File: config.mk
export PLATFORM = sky130hd
export DESIGN_NAME = sdtx_formatter
export DESIGN_NICKNAME = d
export VERILOG_FILES = /design/src/hdl/sdtx_pkg.sv /design/src/hdl/sdtx_formatter.sv
export VERILOG_INCLUDE_DIRS = /design/src /design/src/hdl
export SDC_FILE = /design/constraint.sdc
export NUM_CORES = 1
export LEC_CHECK = 0
export BUFFER_PORTS_ARGS = -buffer_cell sky130_fd_sc_hd__buf_2
export CORE_MARGIN = 2
export CORE_UTILIZATION = 58
export DETAILED_ROUTE_END_ITERATION = 12
export PLACE_DENSITY = 0.77
export SYNTH_ARGS = -nofsm -noshare
export SYNTH_HDL_FRONTEND = slang
export SYNTH_SLANG_ARGS = --single-unit
export TNS_END_PERCENT = 10
File: constraint.sdc
create_clock -name mclk -period 3.6 [get_ports mclk]
set_clock_uncertainty 0.1 [all_clocks]
set_input_delay 0.54 -clock mclk [delete_from_list [all_inputs] [get_ports mclk]]
set_output_delay 0.54 -clock mclk [all_outputs]
set_load 0.1 [all_outputs]
File: src/hdl/sdtx_cfg.svh
/*
 * constants of the transmit line formatter and scrambler.
 * assumes inclusion by bare name from hdl files.
 */
`ifndef SDTX_CFG_SVH
`define SDTX_CFG_SVH
// ****************************************
// register map (byte addresses)
// ****************************************
`define SDTX_OFS_CTRL 4'h0
`define SDTX_OFS_STATUS 4'h4
`define SDTX_OFS_LUMA_CRC 4'h8
`define SDTX_OFS_CHROMA_CRC 4'hC
`define SDTX_CTRL_MODE_LSB 0
`define SDTX_CTRL_ALT_REF_BIT 2
`define SDTX_CTRL_X2_BIT 3
`define SDTX_CTRL_RST 4'h1
// ****************************************
// build options
// ****************************************
`define SDTX_HAS_HD 1'b1
`define SDTX_HAS_SD 1'b1
`define SDTX_HAS_RATE_PAIR 1'b1
// ****************************************
// video constants
// ****************************************
`define SDTX_TRS_ONES 10'h3FF
`define SDTX_XYZ_H_BIT 6
`define SDTX_LANE_W 10
`define SDTX_CRC_W 18
`define SDTX_SCR_W 9
`endif

File: src/hdl/sdtx_pkg.sv
/*
 * types of the transmit line formatter and scrambler.
 * assumes sdtx_cfg.svh is on the include path.
 */
`default_nettype none
package sdtx_pkg;
   typedef enum logic [1:0] {
      SDTX_MODE_SD = 2'h0,
      SDTX_MODE_HD = 2'h1,
      SDTX_MODE_3GA = 2'h2,
      SDTX_MODE_3GB = 2'h3
   } sdtx_mode_e;
   // slot position inside a timing reference, gray along the path
   typedef enum logic [2:0] {
      SDTX_SL_LINE = 3'h0,
      SDTX_SL_Z1 = 3'h1,
      SDTX_SL_Z2 = 3'h3,
      SDTX_SL_XYZ = 3'h2,
      SDTX_SL_LN0 = 3'h6,
      SDTX_SL_LN1 = 3'h7,
      SDTX_SL_CR0 = 3'h5,
      SDTX_SL_CR1 = 3'h4
   } sdtx_slot_e;
   typedef struct packed {
      logic [19:0] word;
      logic trs_start;
   } sdtx_vid_s;
   typedef struct packed {
      logic [17:0] luma;
      logic [17:0] chroma;
   } sdtx_crc_s;
endpackage
`default_nettype wire

File: src/hdl/sdtx_formatter.sv
/*
 * transmit protocol path: line number and check word insertion,
 * then scrambling and nrzi coding toward a serializing transceiver.
 * assumes one video word per mclk, source marks the first word of
 * every timing reference, avalon-mm master for control.
 */
// Functional notes
// - accept 20-bit words in HD mode and 10-bit words in SD mode.
// - upper lane luma or link A, lower lane chroma or link B, SD low.
// - HD mode encodes low 11 bits of line number into two words.
// - line number words replace the two words after the EAV XYZ word.
// - same line number words go into luma and chroma lanes.
// - two check words per lane replace the words after line number.
// - separate luma and chroma check accumulators over own lane only.
// - check covers first active word through second line number word.
// - accumulators start at zero, polynomial x^18 + x^5 + x^4 + 1.
// - check update runs bit serially over each word, LSB first.
// - scramble with x^9 + x^4 + 1, then NRZI x + 1, SD and HD.
// - scrambler and NRZI work on 10-bit or 20-bit words.
// - coding runs LSB first per word, state carried across words.
// - SD only builds drop or bypass insertion and check stages.
// - multi standard builds hold both paths and select by standard.
// - double oversample option runs serial side at twice line rate.
// - second serial reference select exists only with rate pair.
// - HD reference is 3FF, 000, 000, then XYZ, counted from marker.
`default_nettype none
`include "sdtx_cfg.svh"
module sdtx_formatter
   import sdtx_pkg::*;
(
   input wire logic mclk,
   input wire logic arst_n,
   input wire logic [3:0] avs_address,
   input wire logic avs_read,
   input wire logic avs_write,
   input wire logic [31:0] avs_writedata,
   output logic [31:0] avs_readdata,
   output logic avs_waitrequest,
   input wire sdtx_vid_s vid_in,
   input wire logic [10:0] line_number_in,
   output logic [19:0] tx_parallel_out,
   output logic alt_serial_ref_select,
   output logic serial_x2_enable
);
   // ****************************************
   // helpers
   // ****************************************
   function automatic logic [17:0] crc_word(input logic [17:0] c,
                                            input logic [9:0] d);
      logic [17:0] r;
      logic fb;
      r = c;
      for (int i = 0; i < `SDTX_LANE_W; i++) begin
         fb = r[0] ^ d[i];
         r = {fb, r[17:1]};
         r[12] = r[12] ^ fb; // reflected x^5 and x^4 taps
         r[13] = r[13] ^ fb;
      end
      return r;
   endfunction

   // scrambler state in [8:0], nrzi level in [9]
   function automatic logic [29:0] code_word(input logic [9:0] st,
                                             input logic [19:0] d,
                                             input logic wide);
      logic [8:0] sr;
      logic lvl;
      logic s;
      logic [19:0] q;
      sr = st[8:0];
      lvl = st[9];
      q = 20'h00000;
      for (int i = 0; i < 20; i++) begin
         if (wide || i < `SDTX_LANE_W) begin
            s = d[i] ^ sr[3] ^ sr[8]; // x^9 + x^4 + 1
            sr = {sr[7:0], s};
            lvl = lvl ^ s; // nrzi x + 1
            q[i] = lvl;
         end
      end
      return {lvl, sr, q};
   endfunction

   // ****************************************
   // control registers and avalon slave
   // ****************************************
   logic [3:0] ctrl_reg, ctrl_next;
   logic ack_reg, ack_next;
   logic [31:0] rdata_reg, rdata_next;
   logic [10:0] ln_seen_reg, ln_seen_next;
   sdtx_crc_s last_crc_reg, last_crc_next;
   sdtx_mode_e mode;
   logic hd_path;
   logic crc_on_reg, crc_on_next;
   logic [31:0] status_word;

   assign mode = sdtx_mode_e'(ctrl_reg[`SDTX_CTRL_MODE_LSB +: 2]);
   // sd only builds never enable the insertion stage
   assign hd_path = `SDTX_HAS_HD &&
                    (mode == SDTX_MODE_HD || mode == SDTX_MODE_3GA);
   assign avs_waitrequest = (avs_read || avs_write) && !ack_reg;
   assign avs_readdata = rdata_reg;
   // last line number, span flag and path flag for software
   assign status_word = {18'h00000,
                         hd_path,
                         crc_on_reg,
                         1'b0,
                         ln_seen_reg};
   assign alt_serial_ref_select =
      `SDTX_HAS_RATE_PAIR & ctrl_reg[`SDTX_CTRL_ALT_REF_BIT];
   // only meaningful with hd path, transceiver doubles its rate
   assign serial_x2_enable = hd_path & ctrl_reg[`SDTX_CTRL_X2_BIT];

   always_comb begin
      ctrl_next = ctrl_reg;
      ack_next = 1'b0;
      rdata_next = rdata_reg;
      if ((avs_read || avs_write) && !ack_reg) begin
         ack_next = 1'b1;
         // read data stands until the next read, writes leave it alone
         if (avs_write && avs_address == `SDTX_OFS_CTRL) begin
            ctrl_next = avs_writedata[3:0];
         end
         if (avs_read) begin
            unique case (avs_address)
               `SDTX_OFS_CTRL: rdata_next = {28'h0000000, ctrl_reg};
               `SDTX_OFS_STATUS: rdata_next = status_word;
               `SDTX_OFS_LUMA_CRC: rdata_next = {14'h0000,
                                                 last_crc_reg.luma};
               `SDTX_OFS_CHROMA_CRC: rdata_next = {14'h0000,
                                                   last_crc_reg.chroma};
               default: rdata_next = 32'h00000000;
            endcase
         end
      end
   end

   always_ff @(posedge mclk or negedge arst_n) begin
      if (!arst_n) begin
         ctrl_reg <= `SDTX_CTRL_RST;
         ack_reg <= 1'b0;
         rdata_reg <= 32'h00000000;
      end else begin
         ctrl_reg <= ctrl_next;
         ack_reg <= ack_next;
         rdata_reg <= rdata_next;
      end
   end

   // ****************************************
   // slot tracking, line number and check insertion
   // ****************************************
   sdtx_slot_e slot_reg, slot_next;
   logic eav_reg, eav_next;
   sdtx_crc_s crc_reg, crc_next;
   logic [19:0] fmt_reg, fmt_next;
   logic [9:0] ln_lo, ln_hi;
   logic [9:0] luma_w, chroma_w;

   // standard line number word layout, bit 9 is inverse of bit 8
   assign ln_lo = {~line_number_in[6], line_number_in[6:0], 2'h0};
   assign ln_hi = {3'h4, line_number_in[10:7], 3'h0};

   always_comb begin
      slot_next = slot_reg;
      eav_next = eav_reg;
      crc_next = crc_reg;
      crc_on_next = crc_on_reg;
      ln_seen_next = ln_seen_reg;
      last_crc_next = last_crc_reg;
      luma_w = vid_in.word[19:10];
      chroma_w = vid_in.word[9:0];
      // marker restarts slot count on the first word
      if (vid_in.trs_start) begin
         slot_next = SDTX_SL_Z1;
      end else begin
         unique case (slot_reg)
            SDTX_SL_LINE: slot_next = SDTX_SL_LINE;
            SDTX_SL_Z1: slot_next = SDTX_SL_Z2;
            SDTX_SL_Z2: slot_next = SDTX_SL_XYZ;
            SDTX_SL_XYZ: begin
               eav_next = vid_in.word[`SDTX_XYZ_H_BIT];
               slot_next = vid_in.word[`SDTX_XYZ_H_BIT] ?
                           SDTX_SL_LN0 : SDTX_SL_LINE;
            end
            SDTX_SL_LN0: slot_next = SDTX_SL_LN1;
            SDTX_SL_LN1: slot_next = SDTX_SL_CR0;
            SDTX_SL_CR0: slot_next = SDTX_SL_CR1;
            SDTX_SL_CR1: slot_next = SDTX_SL_LINE;
         endcase
      end
      if (hd_path && eav_reg) begin
         unique case (slot_reg)
            SDTX_SL_LN0: begin
               luma_w = ln_lo;
               chroma_w = ln_lo;
               ln_seen_next = line_number_in;
            end
            SDTX_SL_LN1: begin
               luma_w = ln_hi;
               chroma_w = ln_hi;
            end
            SDTX_SL_CR0: begin
               luma_w = {~crc_reg.luma[8], crc_reg.luma[8:0]};
               chroma_w = {~crc_reg.chroma[8], crc_reg.chroma[8:0]};
            end
            SDTX_SL_CR1: begin
               luma_w = {~crc_reg.luma[17], crc_reg.luma[17:9]};
               chroma_w = {~crc_reg.chroma[17], crc_reg.chroma[17:9]};
            end
            default: begin
               luma_w = vid_in.word[19:10];
               chroma_w = vid_in.word[9:0];
            end
         endcase
      end
      // span is sav xyz exclusive through ln1 inclusive
      if (crc_on_reg) begin
         crc_next.luma = crc_word(crc_reg.luma, luma_w);
         crc_next.chroma = crc_word(crc_reg.chroma, chroma_w);
      end
      if (!vid_in.trs_start && slot_reg == SDTX_SL_XYZ &&
          !vid_in.word[`SDTX_XYZ_H_BIT]) begin
         crc_on_next = 1'b1;
         crc_next = '0;
      end
      if (eav_reg && slot_reg == SDTX_SL_LN1) begin
         crc_on_next = 1'b0;
         last_crc_next = crc_next;
      end
      if (!hd_path) begin
         crc_on_next = 1'b0; // bypass path skips checking
      end
      fmt_next = {luma_w, chroma_w};
      if (mode == SDTX_MODE_SD) begin
         fmt_next = {10'h000, vid_in.word[9:0]};
      end
   end

   always_ff @(posedge mclk or negedge arst_n) begin
      if (!arst_n) begin
         slot_reg <= SDTX_SL_LINE;
         eav_reg <= 1'b0;
         crc_reg <= '0;
         crc_on_reg <= 1'b0;
         ln_seen_reg <= 11'h000;
         last_crc_reg <= '0;
         fmt_reg <= 20'h00000;
      end else begin
         slot_reg <= slot_next;
         eav_reg <= eav_next;
         crc_reg <= crc_next;
         crc_on_reg <= crc_on_next;
         ln_seen_reg <= ln_seen_next;
         last_crc_reg <= last_crc_next;
         fmt_reg <= fmt_next; // one stage for every mode
      end
   end

   // ****************************************
   // scrambler and nrzi coder
   // ****************************************
   logic [9:0] code_st_reg, code_st_next;
   logic [19:0] out_reg, out_next;
   logic [29:0] coded;
   logic wide;

   // 3g level a, 3g level b and hd use both lanes, sd only the low lane
   assign wide = (mode != SDTX_MODE_SD) || !`SDTX_HAS_SD;
   assign tx_parallel_out = out_reg;

   always_comb begin
      coded = code_word(code_st_reg, fmt_reg, wide);
      code_st_next = coded[29:20]; // carried into next word
      out_next = coded[19:0];
   end

   always_ff @(posedge mclk or negedge arst_n) begin
      if (!arst_n) begin
         code_st_reg <= 10'h000;
         out_reg <= 20'h00000;
      end else begin
         code_st_reg <= code_st_next;
         out_reg <= out_next; // second and last stage
      end
   end
endmodule
`default_nettype wire

After elaboration in Yosys (flattened, before gate mapping)
Cells that the tools add are included.
{ "classes": {"n_bitwise": 127, "n_mux": 45, "reduce_logical": 20, "eq_ne": 13} }
{ "ops": {"columns": ["operator", "n"], "rows": [
  ["$xor A1 B1 Y1", 120],
  ["$mux W9", 10],
  ["$pmux W10 S4", 2],
  ["$mux W36", 2],
  ["$pmux W18 S4", 1],
  ["$mux W1", 24],
  ["$pmux W3 S7", 1],
  ["$mux W10", 2],
  ["$mux W20", 1],
  ["$eq A3 B3 Y1 const B", 4],
  ["$eq A4 B4 Y1 const B", 2],
  ["$reduce_and A2 Y1", 4],
  ["$eq A3 B2 Y1 const B", 2],
  ["$logic_and A1 B1 Y1", 6],
  ["$mux W3", 2],
  ["$not A1 Y1", 6],
  ["$eq A4 B3 Y1 const B", 1],
  ["$logic_not A4 Y1", 1],
  ["$eq A3 B1 Y1 const B", 1],
  ["$logic_not A1 Y1", 3],
  ["$logic_not A3 Y1", 1],
  ["$ne A3 B1 Y1 const B", 1],
  ["$eq A2 B1 Y1 const B", 1],
  ["$eq A2 B2 Y1 const B", 1],
  ["other kinds (5)", 6]
]} }
{ "totals": {"word_cells": 219, "input_bits": 72, "out_inout_bits": 55, "regBits": 175} }

Depth between registers and ports, before layout
{ "depth": {"ltp_word": 35, "depth_mapped": 12, "ltp_nobuf": 10} }

Least setup slack after synthesis
Ideal clock, no wire load.
{ "synth_timing": {"path_type": "reg2reg", "startpoint": "reg code_st_reg[2]", "endpoint": "reg code_st_reg[9]", "period_less_slack_ps": 3254, "required_ps": 3421, "setup_time_ps": 79, "n_path_buf": 0, "t_arrival_ps": 3075, "stages_incl_launch_ff": 9, "setup_slack_ps": 346, "cell_sequence": "dfrtp_1 xnor3_2 xnor2_4 xnor3_2 xnor3_2 xnor3_2 xnor2_4 xnor3_1 mux2i_1"} }
{ "synth_between": {"elab_chain_len": 31, "elab_cells_between_ends": 65, "cone_classes": "mux: 19; bitwise: 46"} }
{ "synth_lines": {"columns": ["item", "line", "source"], "rows": [
  ["from (decl)", "sdtx_formatter.sv:263", "logic [9:0] code_st_reg, code_st_next;"],
  ["from (signal assigned)", "sdtx_formatter.sv:283", "code_st_reg <= code_st_next;"],
  ["$xor A1 B1 Y1 (2 in series)", "sdtx_formatter.sv:75", "s = d[i] ^ sr[3] ^ sr[8];"],
  ["$xor A1 B1 Y1 (10 in series)", "sdtx_formatter.sv:77", "lvl = lvl ^ s;"],
  ["$mux W1", "sdtx_formatter.sv:74", "if (wide || i < `SDTX_LANE_W) begin"],
  ["$xor A1 B1 Y1", "sdtx_formatter.sv:77", null],
  ["$mux W1", "sdtx_formatter.sv:74", null],
  ["$xor A1 B1 Y1", "sdtx_formatter.sv:77", null],
  ["$mux W1", "sdtx_formatter.sv:74", null],
  ["$xor A1 B1 Y1", "sdtx_formatter.sv:77", null],
  ["[6 not listed]", null, null],
  ["$mux W1", "sdtx_formatter.sv:74", null],
  ["$xor A1 B1 Y1", "sdtx_formatter.sv:77", null],
  ["$mux W1", "sdtx_formatter.sv:74", null],
  ["$xor A1 B1 Y1", "sdtx_formatter.sv:77", null],
  ["$mux W1", "sdtx_formatter.sv:74", null],
  ["$xor A1 B1 Y1", "sdtx_formatter.sv:77", null],
  ["$mux W1 (*)", "sdtx_formatter.sv:74", null],
  ["named net code_st_next[9]", "sdtx_formatter.sv:263", null]
]} }
The timed path passes the listed nets; every way through them passes the cells marked *.
A chain may end at the register's enable or synchronous reset.

Worst setup path in the final report
{ "layout_timing": {"startpoint": "reg code_st_reg[8]", "endpoint": "reg code_st_reg[9]"} }
{ "layout_between": {"elab_chain_len": 31, "elab_cells_between_ends": 61, "cone_classes": "mux: 19; bitwise: 42"} }
{ "layout_lines": {"columns": ["item", "line"], "rows": [
  ["$xor A1 B1 Y1 (*)", "sdtx_formatter.sv:75"],
  ["$xor A1 B1 Y1 (11 in series)", "sdtx_formatter.sv:77"],
  ["$mux W1", "sdtx_formatter.sv:74"],
  ["$xor A1 B1 Y1", "sdtx_formatter.sv:77"],
  ["$mux W1", "sdtx_formatter.sv:74"],
  ["$xor A1 B1 Y1", "sdtx_formatter.sv:77"],
  ["$mux W1", "sdtx_formatter.sv:74"],
  ["$xor A1 B1 Y1", "sdtx_formatter.sv:77"],
  ["[6 not listed]", null],
  ["$mux W1", "sdtx_formatter.sv:74"],
  ["$xor A1 B1 Y1", "sdtx_formatter.sv:77"],
  ["$mux W1", "sdtx_formatter.sv:74"],
  ["$xor A1 B1 Y1", "sdtx_formatter.sv:77"],
  ["$mux W1", "sdtx_formatter.sv:74"],
  ["$xor A1 B1 Y1", "sdtx_formatter.sv:77"],
  ["$mux W1 (*)", "sdtx_formatter.sv:74"],
  ["named net code_st_next[9]", "sdtx_formatter.sv:263"]
]} }
Marks and branches as above.

==> impl_metrics.csv <==
group,metric,value,unit
status,status,"completed",
clock_tree,clock_sinks,161,
global_route,grt_pass1_vias,5938,
layout,fill_cells,1061,
die,rows,44,
sta,tightest_slew,0.800,ns
detailed_routing,wl,21000,µm
sta,max_freq,289,MHz
synth,synth_top_area_cell,"dfrtp_1",
layout,final_nets,920,
detailed_routing,ant_nets,0,
placed_design,placed_area,9080,µm²
clock_tree,cts_buffers,17,
synth,synthArstFlopShare,1.00,
worst_hold_path,hp-class,"in -> async",
die,coreArea,14400,µm²
worst_setup_path,cp_cell_sequence,"xnor3_2, xnor3_2, xnor3_2, xnor3_2, xnor3_2, xnor2_4, xnor3_1, mux2i_1",
die,die_y,125,µm
layout,fin_util,0.677,
global_route,track_usage,0.280,
sta,finalHoldViolations,0,
sta,slew_viol_final,0,
layout,area_delta_synth_final,15.1,%
worst_setup_path,endpoint_kind,"flop",
worst_setup_path,slowest_delay,0.50,ns
synth,synth.avg_cell_area,11.1,µm²
synth,syn_area,8450,µm²
clock_tree,cts_tree,"done",
detailed_routing,routedWlPerCell,20.1,µm
synth,ys_top_cells_by_area,"dfrtp_1 (47%), xnor2_1 (6.9%), mux2i_1 (5.4%)",
worst_setup_path,crit_top_cell,"xnor3_2",
synth,seq_area_frac_synth,0.477,
sta,setup_violations,0,
clock_tree,clk_latency,0.43,ns
clock_tree,cts_buffer_depth,2,
synth,dominantRegCellSynth,"dfrtp_1",
placed_design,place_congestion,0.924,
synth,synth_top_cell_area_share,0.474,
worst_setup_path,cp_max_fo,4,
layout,drive_gt1_frac,0.234,
worst_setup_path,crit_family,"XOR/XNOR gates",
worst_setup_path,crit_type,"reg -> reg",
synth,syn_inst,761,
die,design.die.area,15600,µm²
sta,tns,0,ns
placed_design,hpwl,15400,µm
sta,fin_crit_sh,0.961,
clock_tree,root_buffer,"clkbuf_16",
global_route,grt_overflow,0,
detailed_routing,vias_per_cell,5.81,
sta,rsz0062_at_grt,"no",
clock_tree,clk_pin_slew,0.06,ns
worst_setup_path,crit_buf_inv,0,
die,die_w,125,µm
synth,synth-edff-count,0,
clock_tree,ctsHtreeMaxLevel,4,
global_route,antenna_found_initial,0,
detailed_routing,vias,6064,
worst_setup_path,crit_path_top_delay_cell,"xnor3_2",
worst_setup_path,critPathLaunchType,"flop",
sta,min_period,3.46,ns
worst_setup_path,cp_data_arrival_time,3.71,ns
detailed_routing,drtIter0Drc,605,
global_route,grt_pass1_wl,33500,µm
synth,yosysWarnings,0,
placed_design,port-buffer-count,84,
die,io_pins,127,
sta,slew_headroom,0.467,
synth,ys_seq_elements,161,
run,maxCapViolations,0,
detailed_routing,first_pass_iters,5,
detailed_routing,drc_errors,0,
layout,fin_area,9730,µm²
layout,insertedDiodeCount,0,
global_route,grt_max_degree,82,
die,initial_utilization,0.588,
synth,ys_types,51,
worst_setup_path,required,3.85,ns
[Yosys cell counts (all sizes together), types with 2 or more instances]
cell type,instances
nor2b,14
nand2,71
o31ai,23
a221o,3
dfrtp,160
xor2,47
nor2,61
o211ai,3
nor3,8
mux2,38
inv,6
nand3b,3
o21ai,51
and2,3
mux4,4
clkbuf,35
xor3,4
a22oi,9
a21oi,9
nand2b,9
or3,2
a21o,4
xnor2,72
mux2i,46
a22o,4
buf,22
a211oi,24
xnor3,11
[what timing repair did]
action,in CTS,in global routing
setup endpoints to repair,0,2
gates resized for setup,0,1
setup buffers,0,2
hold buffers,0,0
[per-layer routing]
| metal | wire [µm] | global-route usage | up-vias |
|---|---|---|---|
| li1 | - | - | 2766 |
| met1 | 9150 | 0.404 | 3009 |
| met2 | 9870 | 0.426 | 251 |
| met3 | 1550 | 0.0649 | 38 |
| met4 | 445 | 0.0859 | 0 |
| met5 | 0 | 0 | - |
[kinds of logic after synthesis]
logic type / count (synthesis) / share of synthesized area
other: 1 / 0.000444
XOR/XNOR: 134 / 0.174
AND/OR/NAND/NOR: 177 / 0.0924
AO/OA/AOI/OAI: 135 / 0.104
multiplexers: 88 / 0.116
adder cells (fa/ha/maj): 1 / 0.00148
buffers and inverters: 64 / 0.0352
flip-flops: 161 / 0.477
[cell usage in the layout (no fill, tap or decap), types with 14 or more instances in the layout]
master / count
mux2i_1: 46
dfrtp_1: 159
a211oi_1: 24
o21ai_0: 48
clkbuf_16: 17
o31ai_1: 23
buf_2: 83
nand2_1: 70
nor2b_1: 14
buf_4: 27
xnor2_1: 67
nor2_1: 61
conb_1: 14
mux2_2: 38
xor2_1: 47
[final timing paths]
check,startpoint,end,slack [ns],cells after the start
max in group asynchronous,arst_n,ln_seen_reg[5],2.50,2
min in group mclk,vid_in[8],fmt_reg[7],0.24,3
worst max-delay path,code_st_reg[8],code_st_reg[9],0.14,8
worst min-delay path,arst_n,tx_parallel_out[3],0.03,1
worst max register to register,code_st_reg[8],code_st_reg[9],0.14,8
worst min register to register,avs_readdata[7],avs_readdata[7],0.37,2
[layout make-up]
| class | count | area (µm²) | share of cell area |
|---|---|---|---|
| Inverter | 7 | 26.3 | 0.00270 |
| Clock buffer | 21 | 450 | 0.0463 |
| Clock inverter | 11 | 179 | 0.0184 |
| Tap cell | 184 | 230 | 0.0237 |
| Timing Repair Buffer | 111 | 629 | 0.0647 |
| Sequential cell | 161 | 4030 | 0.414 |
| Multi-Input combinational cell | 549 | 4180 | 0.430 |
[per-stage QoR]
step | setup slack, ns | hold slack [ns] | cells
floorplan | 0.346 | 0.144 | 774
global placement | 0.204 | 0.343 | 1010
detailed placement | 0.0990 | 0.362 | 1010
CTS | 0.0689 | 0.0760 | 1042
global route | 0.0216 | 0.0925 | 1044
finish | 0.141 | 0.0255 | 1044
Power is not shown: default switching activity piles up to over one toggle a cycle in this logic, so the estimate is an artifact.
